### src/core/adcseq_params.svh
/*
 constants for the conversion sequencer: register offsets, field positions,
 reset values and timing counts. assumes inclusion by bare name.
*/
`ifndef ADCSEQ_PARAMS_SVH
`define ADCSEQ_PARAMS_SVH
// ==========================================================
// register offsets (byte addresses on the plain port)
`define ADCSEQ_OFF_CTRL0     8'h00
`define ADCSEQ_OFF_CTRL1     8'h01
`define ADCSEQ_OFF_RES_HI    8'h02
`define ADCSEQ_OFF_RES_LO    8'h03
`define ADCSEQ_OFF_IRQ       8'h04
`define ADCSEQ_OFF_CAL_HI    8'h05
`define ADCSEQ_OFF_CAL_LO    8'h06
`define ADCSEQ_OFF_OPTMAP    8'h07
`define ADCSEQ_OFF_TBL_ADR   8'h08
`define ADCSEQ_OFF_TBL_DAT   8'h09
// ==========================================================
// control 0 fields
`define ADCSEQ_C0_START      7
`define ADCSEQ_C0_BUSY       6
`define ADCSEQ_C0_EN         5
`define ADCSEQ_C0_FMT        4
`define ADCSEQ_C0_CHAN_HI    3
// control 1 fields
`define ADCSEQ_C1_SRC_HI     7
`define ADCSEQ_C1_SRC_LO     5
`define ADCSEQ_C1_REF_HI     4
`define ADCSEQ_C1_REF_LO     3
`define ADCSEQ_C1_CLK_HI     2
// irq register fields
`define ADCSEQ_IRQ_FLAG      0
`define ADCSEQ_IRQ_EN        1
`define ADCSEQ_IRQ_GEN       2
// ==========================================================
// reset values and source codes
`define ADCSEQ_RST_CTRL0     8'h00
`define ADCSEQ_RST_CTRL1     8'h00
`define ADCSEQ_SRC_FORBID    3'h7
`define ADCSEQ_SRC_TEMP      3'h2
// ==========================================================
// timing in converter clocks
`define ADCSEQ_SAMPLE_CLKS   6'h04
`define ADCSEQ_SAMPLE_TS     6'h2e
`define ADCSEQ_CONV_CLKS     6'h0c
// ==========================================================
// calibration table window and full-scale code mask
`define ADCSEQ_TBL_T2        12'hff5
`define ADCSEQ_TBL_A2_HI     12'hff6
`define ADCSEQ_TBL_A2_LO     12'hff7
`define ADCSEQ_CODE_FULL     12'hfff
`endif

### src/core/adcseq_pkg.sv
/*
 types shared by the conversion sequencer files.
 assumes the params header sits beside it.
*/
`default_nettype none
package adcseq_pkg;
  typedef enum logic [1:0] {
    ADCSEQ_IDLE,
    ADCSEQ_HOLD,
    ADCSEQ_SAMPLE,
    ADCSEQ_CONVERT
  } adcseq_state_t;
endpackage
`default_nettype wire

### src/core/adcseq_clkdiv.sv
/*
 converter clock divider: one-cycle tick every 2^sel system clocks.
 assumes select is steady while a conversion runs.
*/
`include "adcseq_params.svh"
`default_nettype none
module adcseq_clkdiv
  import adcseq_pkg::*;
(
  input  wire logic       i_core_clk,
  input  wire logic       i_resetn,
  input  wire logic       i_run,
  input  wire logic [2:0] i_sel,
  output logic            o_tick
);
  logic [6:0] cnt_ff;
  logic [6:0] nxt_cnt;
  logic       tick_now;
  logic [6:0] lim;

  // ==========================================================
  // divider
  // tick is combinational: a registered tick would stretch the first
  // converter clock of every sample phase by one system clock
  always_comb begin
    lim      = 7'((8'h01 << i_sel) - 8'h01);
    nxt_cnt  = cnt_ff;
    tick_now = 1'b0;
    if (!i_run) begin
      nxt_cnt = 7'h00;
    end else if (cnt_ff >= lim) begin
      nxt_cnt  = 7'h00;
      tick_now = 1'b1;
    end else begin
      nxt_cnt = 7'(cnt_ff + 7'h01);
    end
  end

  always_ff @(posedge i_core_clk) begin
    if (!i_resetn) begin
      cnt_ff <= 7'h00;
    end else begin
      cnt_ff <= nxt_cnt;
    end
  end

  assign o_tick = tick_now;
endmodule
`default_nettype wire

### src/core/adcseq_top.sv
/*
 conversion sequencer: control registers, start handshake, sample and
 convert sequencing, result formatting, interrupt request and the
 temperature calibration constants.
 assumes a same-clock register master; the analog converter answers with
 a 12-bit code on i_conv_code sampled at the end of the conversion phase.
*/
// Decided for this implementation: the plain strobed port and the placing of the registers.
`include "adcseq_params.svh"
`default_nettype none
module adcseq_top
  import adcseq_pkg::*;
#(
  parameter logic [11:0] CAL1_CODE = 12'h0800, // arbitrary factory value
  parameter logic [7:0]  CAL2_TEMP = 8'h7d,    // arbitrary factory value
  parameter logic [11:0] CAL2_CODE = 12'h0600  // arbitrary factory value
)(
  input  wire logic        i_core_clk,
  input  wire logic        i_resetn,
  input  wire logic [7:0]  i_addr,
  input  wire logic [7:0]  i_wdata,
  input  wire logic        i_wr,
  input  wire logic        i_rd,
  input  wire logic [11:0] i_conv_code,
  output logic      [7:0]  o_rdata,
  output logic             o_irq,
  output logic             o_conv_power,
  output logic             o_conv_reset,
  output logic             o_sampling,
  output logic      [2:0]  o_input_source_select,
  output logic      [3:0]  o_external_channel_select,
  output logic      [1:0]  o_ref_route
);
  // ==========================================================
  // functions
  function automatic logic [1:0] ref_decode(input logic [1:0] sel);
    // 0 pin or regulator, 1 converter supply, 2 sensor reference
    case (sel)
      2'h0:    ref_decode = 2'h0;
      2'h2:    ref_decode = 2'h2;
      default: ref_decode = 2'h1;
    endcase
  endfunction

  function automatic logic hit(input logic [7:0] a, input logic [7:0] off);
    hit = (a == off);
  endfunction

  // ==========================================================
  // state
  adcseq_state_t state_ff, nxt_state;
  logic        start_ff, nxt_start;
  logic        enable_ff, nxt_enable;
  logic        fmt_ff, nxt_fmt;
  logic [3:0]  chan_ff, nxt_chan;
  logic [2:0]  src_ff, nxt_src;
  logic [1:0]  refsel_ff, nxt_refsel;
  logic [2:0]  clksel_ff, nxt_clksel;
  logic        flag_ff, nxt_flag;
  logic        irq_en_ff, nxt_irq_en;
  logic        gen_ff, nxt_gen;
  logic        optmap_ff, nxt_optmap;
  logic [11:0] tbl_adr_ff, nxt_tbl_adr;
  logic [11:0] result_ff, nxt_result;
  logic [5:0]  cnt_ff, nxt_cnt;
  logic [7:0]  rdata_ff, nxt_rdata;
  logic        irq_ff, nxt_irq;
  logic        power_ff, nxt_power;
  logic        creset_ff, nxt_creset;
  logic        samp_ff, nxt_samp;
  logic [2:0]  src_o_ff, nxt_src_o;
  logic [3:0]  chan_o_ff, nxt_chan_o;
  logic [1:0]  ref_o_ff, nxt_ref_o;
  logic        tick;
  logic        conv_done;
  logic [15:0] res_fmt;
  logic [7:0]  tbl_data;

  adcseq_clkdiv u_div (
    .i_core_clk (i_core_clk),
    .i_resetn   (i_resetn),
    .i_run      (state_ff == ADCSEQ_SAMPLE || state_ff == ADCSEQ_CONVERT),
    .i_sel      (clksel_ff),
    .o_tick     (tick)
  );
  // last convert tick of a live conversion; an abort must not raise the flag
  assign conv_done = (state_ff == ADCSEQ_CONVERT) && tick && (cnt_ff == 6'h01) &&
                     enable_ff && !start_ff;

  // ==========================================================
  // result format and calibration table
  always_comb begin
    // fmt 0: left aligned, fmt 1: right aligned
    if (fmt_ff) begin
      res_fmt = {4'h0, result_ff};
    end else begin
      res_fmt = {result_ff, 4'h0};
    end
    tbl_data = 8'h00;
    if (optmap_ff) begin
      case (tbl_adr_ff)
        `ADCSEQ_TBL_T2:    tbl_data = CAL2_TEMP;
        `ADCSEQ_TBL_A2_HI: tbl_data = CAL2_CODE[11:4];
        `ADCSEQ_TBL_A2_LO: tbl_data = {4'h0, CAL2_CODE[3:0]};
        default:           tbl_data = 8'h00;
      endcase
    end
  end

  // ==========================================================
  // register writes
  always_comb begin
    nxt_start   = start_ff;
    nxt_enable  = enable_ff;
    nxt_fmt     = fmt_ff;
    nxt_chan    = chan_ff;
    nxt_src     = src_ff;
    nxt_refsel  = refsel_ff;
    nxt_clksel  = clksel_ff;
    nxt_irq_en  = irq_en_ff;
    nxt_gen     = gen_ff;
    nxt_optmap  = optmap_ff;
    nxt_tbl_adr = tbl_adr_ff;
    nxt_flag    = flag_ff;
    if (i_wr) begin
      if (hit(i_addr, `ADCSEQ_OFF_CTRL0)) begin
        nxt_start  = i_wdata[`ADCSEQ_C0_START];
        nxt_enable = i_wdata[`ADCSEQ_C0_EN];
        nxt_fmt    = i_wdata[`ADCSEQ_C0_FMT];
        nxt_chan   = i_wdata[`ADCSEQ_C0_CHAN_HI:0];
      end
      if (hit(i_addr, `ADCSEQ_OFF_CTRL1)) begin
        // keep old source when the forbidden code is written
        if (i_wdata[`ADCSEQ_C1_SRC_HI:`ADCSEQ_C1_SRC_LO] != `ADCSEQ_SRC_FORBID) begin
          nxt_src = i_wdata[`ADCSEQ_C1_SRC_HI:`ADCSEQ_C1_SRC_LO];
        end
        nxt_refsel = i_wdata[`ADCSEQ_C1_REF_HI:`ADCSEQ_C1_REF_LO];
        nxt_clksel = i_wdata[`ADCSEQ_C1_CLK_HI:0];
      end
      if (hit(i_addr, `ADCSEQ_OFF_IRQ)) begin
        nxt_irq_en = i_wdata[`ADCSEQ_IRQ_EN];
        nxt_gen    = i_wdata[`ADCSEQ_IRQ_GEN];
        if (!i_wdata[`ADCSEQ_IRQ_FLAG]) begin
          nxt_flag = 1'b0;
        end
      end
      if (hit(i_addr, `ADCSEQ_OFF_OPTMAP)) begin
        nxt_optmap = i_wdata[0];
      end
      if (hit(i_addr, `ADCSEQ_OFF_TBL_ADR)) begin
        nxt_tbl_adr = {4'hf, i_wdata};
      end
    end
    // completion wins over a same-cycle clear
    if (conv_done) begin
      nxt_flag = 1'b1;
    end
  end

  // ==========================================================
  // sequencer
  always_comb begin
    nxt_state  = state_ff;
    nxt_cnt    = cnt_ff;
    nxt_result = result_ff;
    if (!enable_ff) begin
      nxt_state = ADCSEQ_IDLE;
      nxt_cnt   = 6'h00;
    end else if (start_ff) begin
      nxt_state = ADCSEQ_HOLD;
      nxt_cnt   = 6'h00;
    end else begin
      case (state_ff)
        ADCSEQ_IDLE: begin
          nxt_state = ADCSEQ_IDLE;
        end
        ADCSEQ_HOLD: begin
          nxt_state = ADCSEQ_SAMPLE;
          // temperature input needs the long sampling window
          nxt_cnt   = (src_ff == `ADCSEQ_SRC_TEMP) ? `ADCSEQ_SAMPLE_TS
                                                   : `ADCSEQ_SAMPLE_CLKS;
        end
        ADCSEQ_SAMPLE: begin
          if (tick) begin
            if (cnt_ff == 6'h01) begin
              nxt_state = ADCSEQ_CONVERT;
              nxt_cnt   = `ADCSEQ_CONV_CLKS;
            end else begin
              nxt_cnt = 6'(cnt_ff - 6'h01);
            end
          end
        end
        ADCSEQ_CONVERT: begin
          if (tick) begin
            if (cnt_ff == 6'h01) begin
              nxt_state  = ADCSEQ_IDLE;
              nxt_cnt    = 6'h00;
              // unsigned code masked to 12 bits; result held till next end
              nxt_result = i_conv_code & `ADCSEQ_CODE_FULL;
            end else begin
              nxt_cnt = 6'(cnt_ff - 6'h01);
            end
          end
        end
        default: begin
          nxt_state = ADCSEQ_IDLE;
        end
      endcase
    end
  end

  // ==========================================================
  // read path and outputs
  always_comb begin
    nxt_rdata = 8'h00;
    if (i_rd) begin
      case (i_addr)
        `ADCSEQ_OFF_CTRL0:   nxt_rdata = {start_ff,
                                          state_ff != ADCSEQ_IDLE,
                                          enable_ff, fmt_ff, chan_ff};
        `ADCSEQ_OFF_CTRL1:   nxt_rdata = {src_ff, refsel_ff, clksel_ff};
        `ADCSEQ_OFF_RES_HI:  nxt_rdata = res_fmt[15:8];
        `ADCSEQ_OFF_RES_LO:  nxt_rdata = res_fmt[7:0];
        `ADCSEQ_OFF_IRQ:     nxt_rdata = {5'h00, gen_ff, irq_en_ff, flag_ff};
        `ADCSEQ_OFF_CAL_HI:  nxt_rdata = {4'h0, CAL1_CODE[11:8]};
        `ADCSEQ_OFF_CAL_LO:  nxt_rdata = CAL1_CODE[7:0];
        `ADCSEQ_OFF_OPTMAP:  nxt_rdata = {7'h00, optmap_ff};
        `ADCSEQ_OFF_TBL_ADR: nxt_rdata = tbl_adr_ff[7:0];
        `ADCSEQ_OFF_TBL_DAT: nxt_rdata = tbl_data;
        default:             nxt_rdata = 8'h00;
      endcase
    end
    nxt_irq    = nxt_flag & irq_en_ff & gen_ff;
    nxt_power  = enable_ff;
    nxt_creset = start_ff | ~enable_ff;
    // drop sampling as soon as start or disable lands: hold and sample never overlap
    nxt_samp   = (state_ff == ADCSEQ_SAMPLE) && !start_ff && enable_ff;
    nxt_src_o  = nxt_src;
    nxt_chan_o = nxt_chan;
    nxt_ref_o  = ref_decode(nxt_refsel);
  end

  // ==========================================================
  // register file flops
  always_ff @(posedge i_core_clk) begin
    if (!i_resetn) begin
      start_ff   <= 1'b0;
      enable_ff  <= 1'b0;
      fmt_ff     <= 1'b0;
      chan_ff    <= 4'h0;
      src_ff     <= 3'h0;
      refsel_ff  <= 2'h0;
      clksel_ff  <= 3'h0;
      flag_ff    <= 1'b0;
      irq_en_ff  <= 1'b0;
      gen_ff     <= 1'b0;
      optmap_ff  <= 1'b0;
      tbl_adr_ff <= 12'h000;
    end else begin
      start_ff   <= nxt_start;
      enable_ff  <= nxt_enable;
      fmt_ff     <= nxt_fmt;
      chan_ff    <= nxt_chan;
      src_ff     <= nxt_src;
      refsel_ff  <= nxt_refsel;
      clksel_ff  <= nxt_clksel;
      flag_ff    <= nxt_flag;
      irq_en_ff  <= nxt_irq_en;
      gen_ff     <= nxt_gen;
      optmap_ff  <= nxt_optmap;
      tbl_adr_ff <= nxt_tbl_adr;
    end
  end

  // ==========================================================
  // sequencer flops
  always_ff @(posedge i_core_clk) begin
    if (!i_resetn) begin
      state_ff   <= ADCSEQ_IDLE;
      result_ff  <= 12'h000;
      cnt_ff     <= 6'h00;
    end else begin
      state_ff   <= nxt_state;
      result_ff  <= nxt_result;
      cnt_ff     <= nxt_cnt;
    end
  end

  // ==========================================================
  // output flops
  always_ff @(posedge i_core_clk) begin
    if (!i_resetn) begin
      rdata_ff   <= 8'h00;
      irq_ff     <= 1'b0;
      power_ff   <= 1'b0;
      creset_ff  <= 1'b1;
      samp_ff    <= 1'b0;
      src_o_ff   <= 3'h0;
      chan_o_ff  <= 4'h0;
      ref_o_ff   <= 2'h0;
    end else begin
      rdata_ff   <= nxt_rdata;
      irq_ff     <= nxt_irq;
      power_ff   <= nxt_power;
      creset_ff  <= nxt_creset;
      samp_ff    <= nxt_samp;
      src_o_ff   <= nxt_src_o;
      chan_o_ff  <= nxt_chan_o;
      ref_o_ff   <= nxt_ref_o;
    end
  end

  assign o_rdata                   = rdata_ff;
  assign o_irq                     = irq_ff;
  assign o_conv_power              = power_ff;
  assign o_conv_reset              = creset_ff;
  assign o_sampling                = samp_ff;
  assign o_input_source_select     = src_o_ff;
  assign o_external_channel_select = chan_o_ff;
  assign o_ref_route               = ref_o_ff;
endmodule
`default_nettype wire

### config.mk
export PLATFORM = sky130hd
export DESIGN_NAME = adcseq_top
export DESIGN_NICKNAME = d
export VERILOG_FILES = /design/src/core/adcseq_pkg.sv /design/src/core/adcseq_clkdiv.sv /design/src/core/adcseq_top.sv
export VERILOG_INCLUDE_DIRS = /design/src /design/src/core
export SDC_FILE = /design/constraint.sdc
export NUM_CORES = 1
export LEC_CHECK = 0
export ABC_CLOCK_PERIOD_IN_PS = 3300
export BUFFER_PORTS_ARGS = -buffer_cell sky130_fd_sc_hd__buf_2
export CAP_MARGIN = 10
export CORE_MARGIN = 1.5
export CORE_UTILIZATION = 30
export DETAILED_ROUTE_END_ITERATION = 6
export GPL_TIMING_DRIVEN = 0
export MAX_ROUTING_LAYER = met4
export PLACE_DENSITY_LB_ADDON = 0.2
export SYNTH_ARGS = -nofsm -noshare
export SYNTH_HDL_FRONTEND = slang
export SYNTH_HIERARCHICAL = 1
export SYNTH_SLANG_ARGS = --single-unit
### constraint.sdc
create_clock -name i_core_clk -period 3.3 [get_ports i_core_clk]
set_clock_uncertainty 0.05 [all_clocks]
set_input_delay 0.66 -clock i_core_clk [delete_from_list [all_inputs] [get_ports i_core_clk]]
set_output_delay 0.66 -clock i_core_clk [all_outputs]
set_load 0.1 [all_outputs]
==> impl_metrics.py <==
metrics = {
    "drt": {
        "drt_first_pass_iters": 6,
        "post_drt_via_cell_ratio": 5.19,
        "wl_per_cell_um": 16.7,
        "wirelength_um": 10100,
        "postRouteAntennaNets": 0,
        "via_count": 3148,
        "drt_iter0_markers": 180,
        "drc": 4,
    },
    "power": {
        "power_density_mw_per_mm2": 417,
        "power_w": 0.00180,
        "p_leak_nw": 1.65,
        "irDropWorstVdd_mv": 0.191,
    },
    "floorplan": {
        "fp-row-count": 39,
        "coreArea_mm2": 0.0115,
        "fp.dieH_um": 112,
        "start_util": 0.310,
        "fp.dieW_um": 112,
        "ios": 53,
        "die-area_mm2": 0.0125,
    },
    "sta": {
        "fin_crit_sh": 0.921,
        "hold_viol": 0,
        "slew_headroom": 0.480,
        "layout_setup_ws_ns": 0.260,
        "whs_ns": 0.436,
        "drv_slew": 0,
        "finalSetupViolCount": 0,
        "tightest_slew_ns": 0.780,
        "layout_min_cycle_time_ns": 3.04,
        "max_freq_ghz": 0.329,
        "rsz0062_at_grt": "false",
    },
    "run": {
        "drv_cap": 0,
    },
    "synth": {
        "ys_warn_count": 6,
        "netlist_area_mm2": 0.00356,
        "synth_edf_count": 0,
        "synth.largest_area_cell": "dfxtp_1",
        "async_flop_share": 0,
        "ys_types": 61,
        "syn_inst": 393,
        "netlist.area_leader.share": 0.382,
        "synth.area.top_cells": "dfxtp_1 (38%), mux2i_1 (13%), nor2b_1 (5.4%)",
        "synth_seq_cells": 68,
        "ys_seq_area_frac": 0.382,
        "synth_commonest_cells": "dfxtp_1 (68), mux2i_1 (45), nor2b_1 (31)",
        "synth_most_common_cell": "dfxtp_1",
        "avgSynthCellArea_um2": 9.07,
        "synthFlopType": "dfxtp_1",
        "syn-num-nets": 438,
    },
    "cells_and_area": {
        "ff_latch_area_mm2": 0.00136,
        "fill_cells": 1188,
        "drive_gt1_frac": 0.196,
        "fin_area_mm2": 0.00431,
        "syn2layout_area_growth_pct": 20.8,
        "nets": 504,
        "multi_input_area_mm2": 0.00206,
        "antenna_cells": 0,
    },
    "critical_path": {
        "path_cells": "or3_1 > ha_1 > nand2b_1 > a211oi_1 > o31ai_4 > and2_1 > nand2_1 > nor4_4 > buf_4 > buf_8 > mux2i_1 > nor2b_1",
        "required_ns": 3.47,
        "critPathArrivalTime_ns": 3.21,
        "max_stage_delay_ns": 0.41,
        "critPathLaunchType": "register",
        "end_kind": "register",
        "path_max_fanout": 10,
        "worst_path_max_delay_cell": "dfxtp_1",
        "critical_path_class": "reg -> reg",
    },
    "global_route": {
        "grt_pass1_vias": 3145,
        "overflow": 0,
        "antenna_found_initial": 0,
        "grt_max_degree": 12,
        "grt_pass1_wl_um": 16000,
        "grt_use_total": 0.171,
    },
    "cts": {
        "cts_max_level": 3,
        "root_buffer": "clkbuf_16",
        "hold_buffers": 0,
        "clk_latency_ns": 0.34,
        "cts_buffers": 9,
        "clk_pin_slew_worst_paths_ns": 0.06,
        "cts.path.max_buffers": 2,
        "cts_sinks": 68,
        "cts_tree": "done",
    },
    "outcome": {
        "violations": "design-rule violations",
        "outcome": "finished, violations left",
    },
    "placed_design": {
        "place_congestion": 0.886,
        "place_area_mm2": 0.00400,
        "dpl_worst_slack_ns": -0.0338,
        "hpwlAfterDp_um": 7520,
        "io_buffers": 51,
    },
    "worst_hold_path": {
        "hp-class": "reg -> reg",
    },
}
## per-stage QoR
| stage | TNS [ns] | utilization | cells |
|---|---|---|---|
| after floorplan | 0 | - | 393 |
| after global placement | -0.116 | 0.347 | 587 |
| after detailed placement | -0.167 | 0.347 | 587 |
| after CTS | 0 | 0.371 | 603 |
| after global routing | 0 | 0.374 | 607 |
| final | 0 | 0.374 | 607 |
## logic make-up after synthesis
| kind of cell | Yosys count | share of synthesized area |
|---|---|---|
| AND/OR/NAND/NOR | 151 | 0.239 |
| AO/OA/AOI/OAI | 72 | 0.142 |
| flip-flops | 68 | 0.382 |
| multiplexers | 46 | 0.130 |
| buffers and inverters | 35 | 0.0421 |
| adder cells (fa/ha/maj) | 13 | 0.0456 |
| XOR/XNOR | 8 | 0.0197 |
## per-layer routing
| layer | share of wire | up-vias | routed length, um | GRT usage |
|---|---|---|---|---|
| li1 | - | 1556 | - | - |
| met1 | 0.46 | 1492 | 4650 | 0.209 |
| met2 | 0.47 | 82 | 4740 | 0.266 |
| met3 | 0.045 | 18 | 450 | 0.0359 |
| met4 | 0.027 | 0 | 275 | 0.0895 |
| met5 | 0 | - | 0 | - |
## report_power, final
| part | internal (W) | switching, W | total, W | leakage (nW) |
|---|---|---|---|---|
| combinational | 0.0000339 | 0.0000558 | 0.0000897 | 0.969 |
| clock | 0.000523 | 0.000360 | 0.000883 | 0.135 |
| sequential | 0.000822 | 0.000000509 | 0.000822 | 0.547 |
| total | 0.00138 | 0.000416 | 0.00180 | 1.65 |
## cell type report
cell class / instances / share of cell area
clock inverters: 5 / 0.00639
flip-flops and latches: 68 / 0.316
multi-input cells: 290 / 0.479
well taps: 143 / 0.0415
inverters: 14 / 0.0122
plain buffers: 21 / 0.0227
repair buffers: 55 / 0.0662
clock buffers: 11 / 0.0563
## worst paths after layout
kind | startpoint | to | slack [ns] | depth (start not counted)
setup / recovery | clksel_ff[2]$_SDFFE_PN0P_ | result_ff[9]$_SDFFE_PN0P_ | 0.26 | 12
setup reg to reg | clksel_ff[2]$_SDFFE_PN0P_ | result_ff[9]$_SDFFE_PN0P_ | 0.26 | 12
hold / removal | o_external_channel_select[1]$_SDFFE_PN0P_ | o_external_channel_select[1]$_SDFFE_PN0P_ | 0.44 | 2
hold reg to reg | o_external_channel_select[1]$_SDFFE_PN0P_ | o_external_channel_select[1]$_SDFFE_PN0P_ | 0.44 | 2
## worst max-delay path: cells and delay by family (launching register included)
kind / cells / cell delay [ns]
AOI/OAI and AO/OA: 2 / 0.45
DFF: 1 / 0.41
muxes: 1 / 0.20
buffers and inverters: 2 / 0.35
adders and majority gates: 1 / 0.27
and+or+nand+nor: 6 / 1.19
## placed cells by master (no fill, tap or decap), types with 5 or more instances in the layout
cell type	netlist	layout
o21ai_0	11	11
clkbuf_16	0	9
ha_1	13	13
a21boi_0	7	7
inv_1	14	14
a31oi_1	10	10
nor2b_1	31	31
nor3_1	14	14
clkbuf_1	13	14
nand4_1	6	6
mux2i_1	45	45
nor2_1	20	20
xor2_1	6	6
a21oi_1	12	12
buf_2	3	54
nand2_1	28	28
nand3_1	17	17
buf_4	1	5
dfxtp_1	68	68
## state kept, by name, indices dropped and copies added (netlist names), 2 cells and up
register	flops
tbl_adr_ff	9
o_input_source_select	3
clksel_ff	3
o_ref_route	2
u_div/cnt_ff	7
o_external_channel_select	4
cnt_ff	6
o_rdata	8
result_ff	12
state_ff	2
## timing repair
| item | CTS | global route |
|---|---|---|
| buffers inserted | 0 | 4 |
| endpoints found under the setup margin | 10 | 11 |
| resized for setup | 0 | 1 |
| pin swaps | 1 | 1 |
No activity file was read; power rests on OpenSTA's default activity.
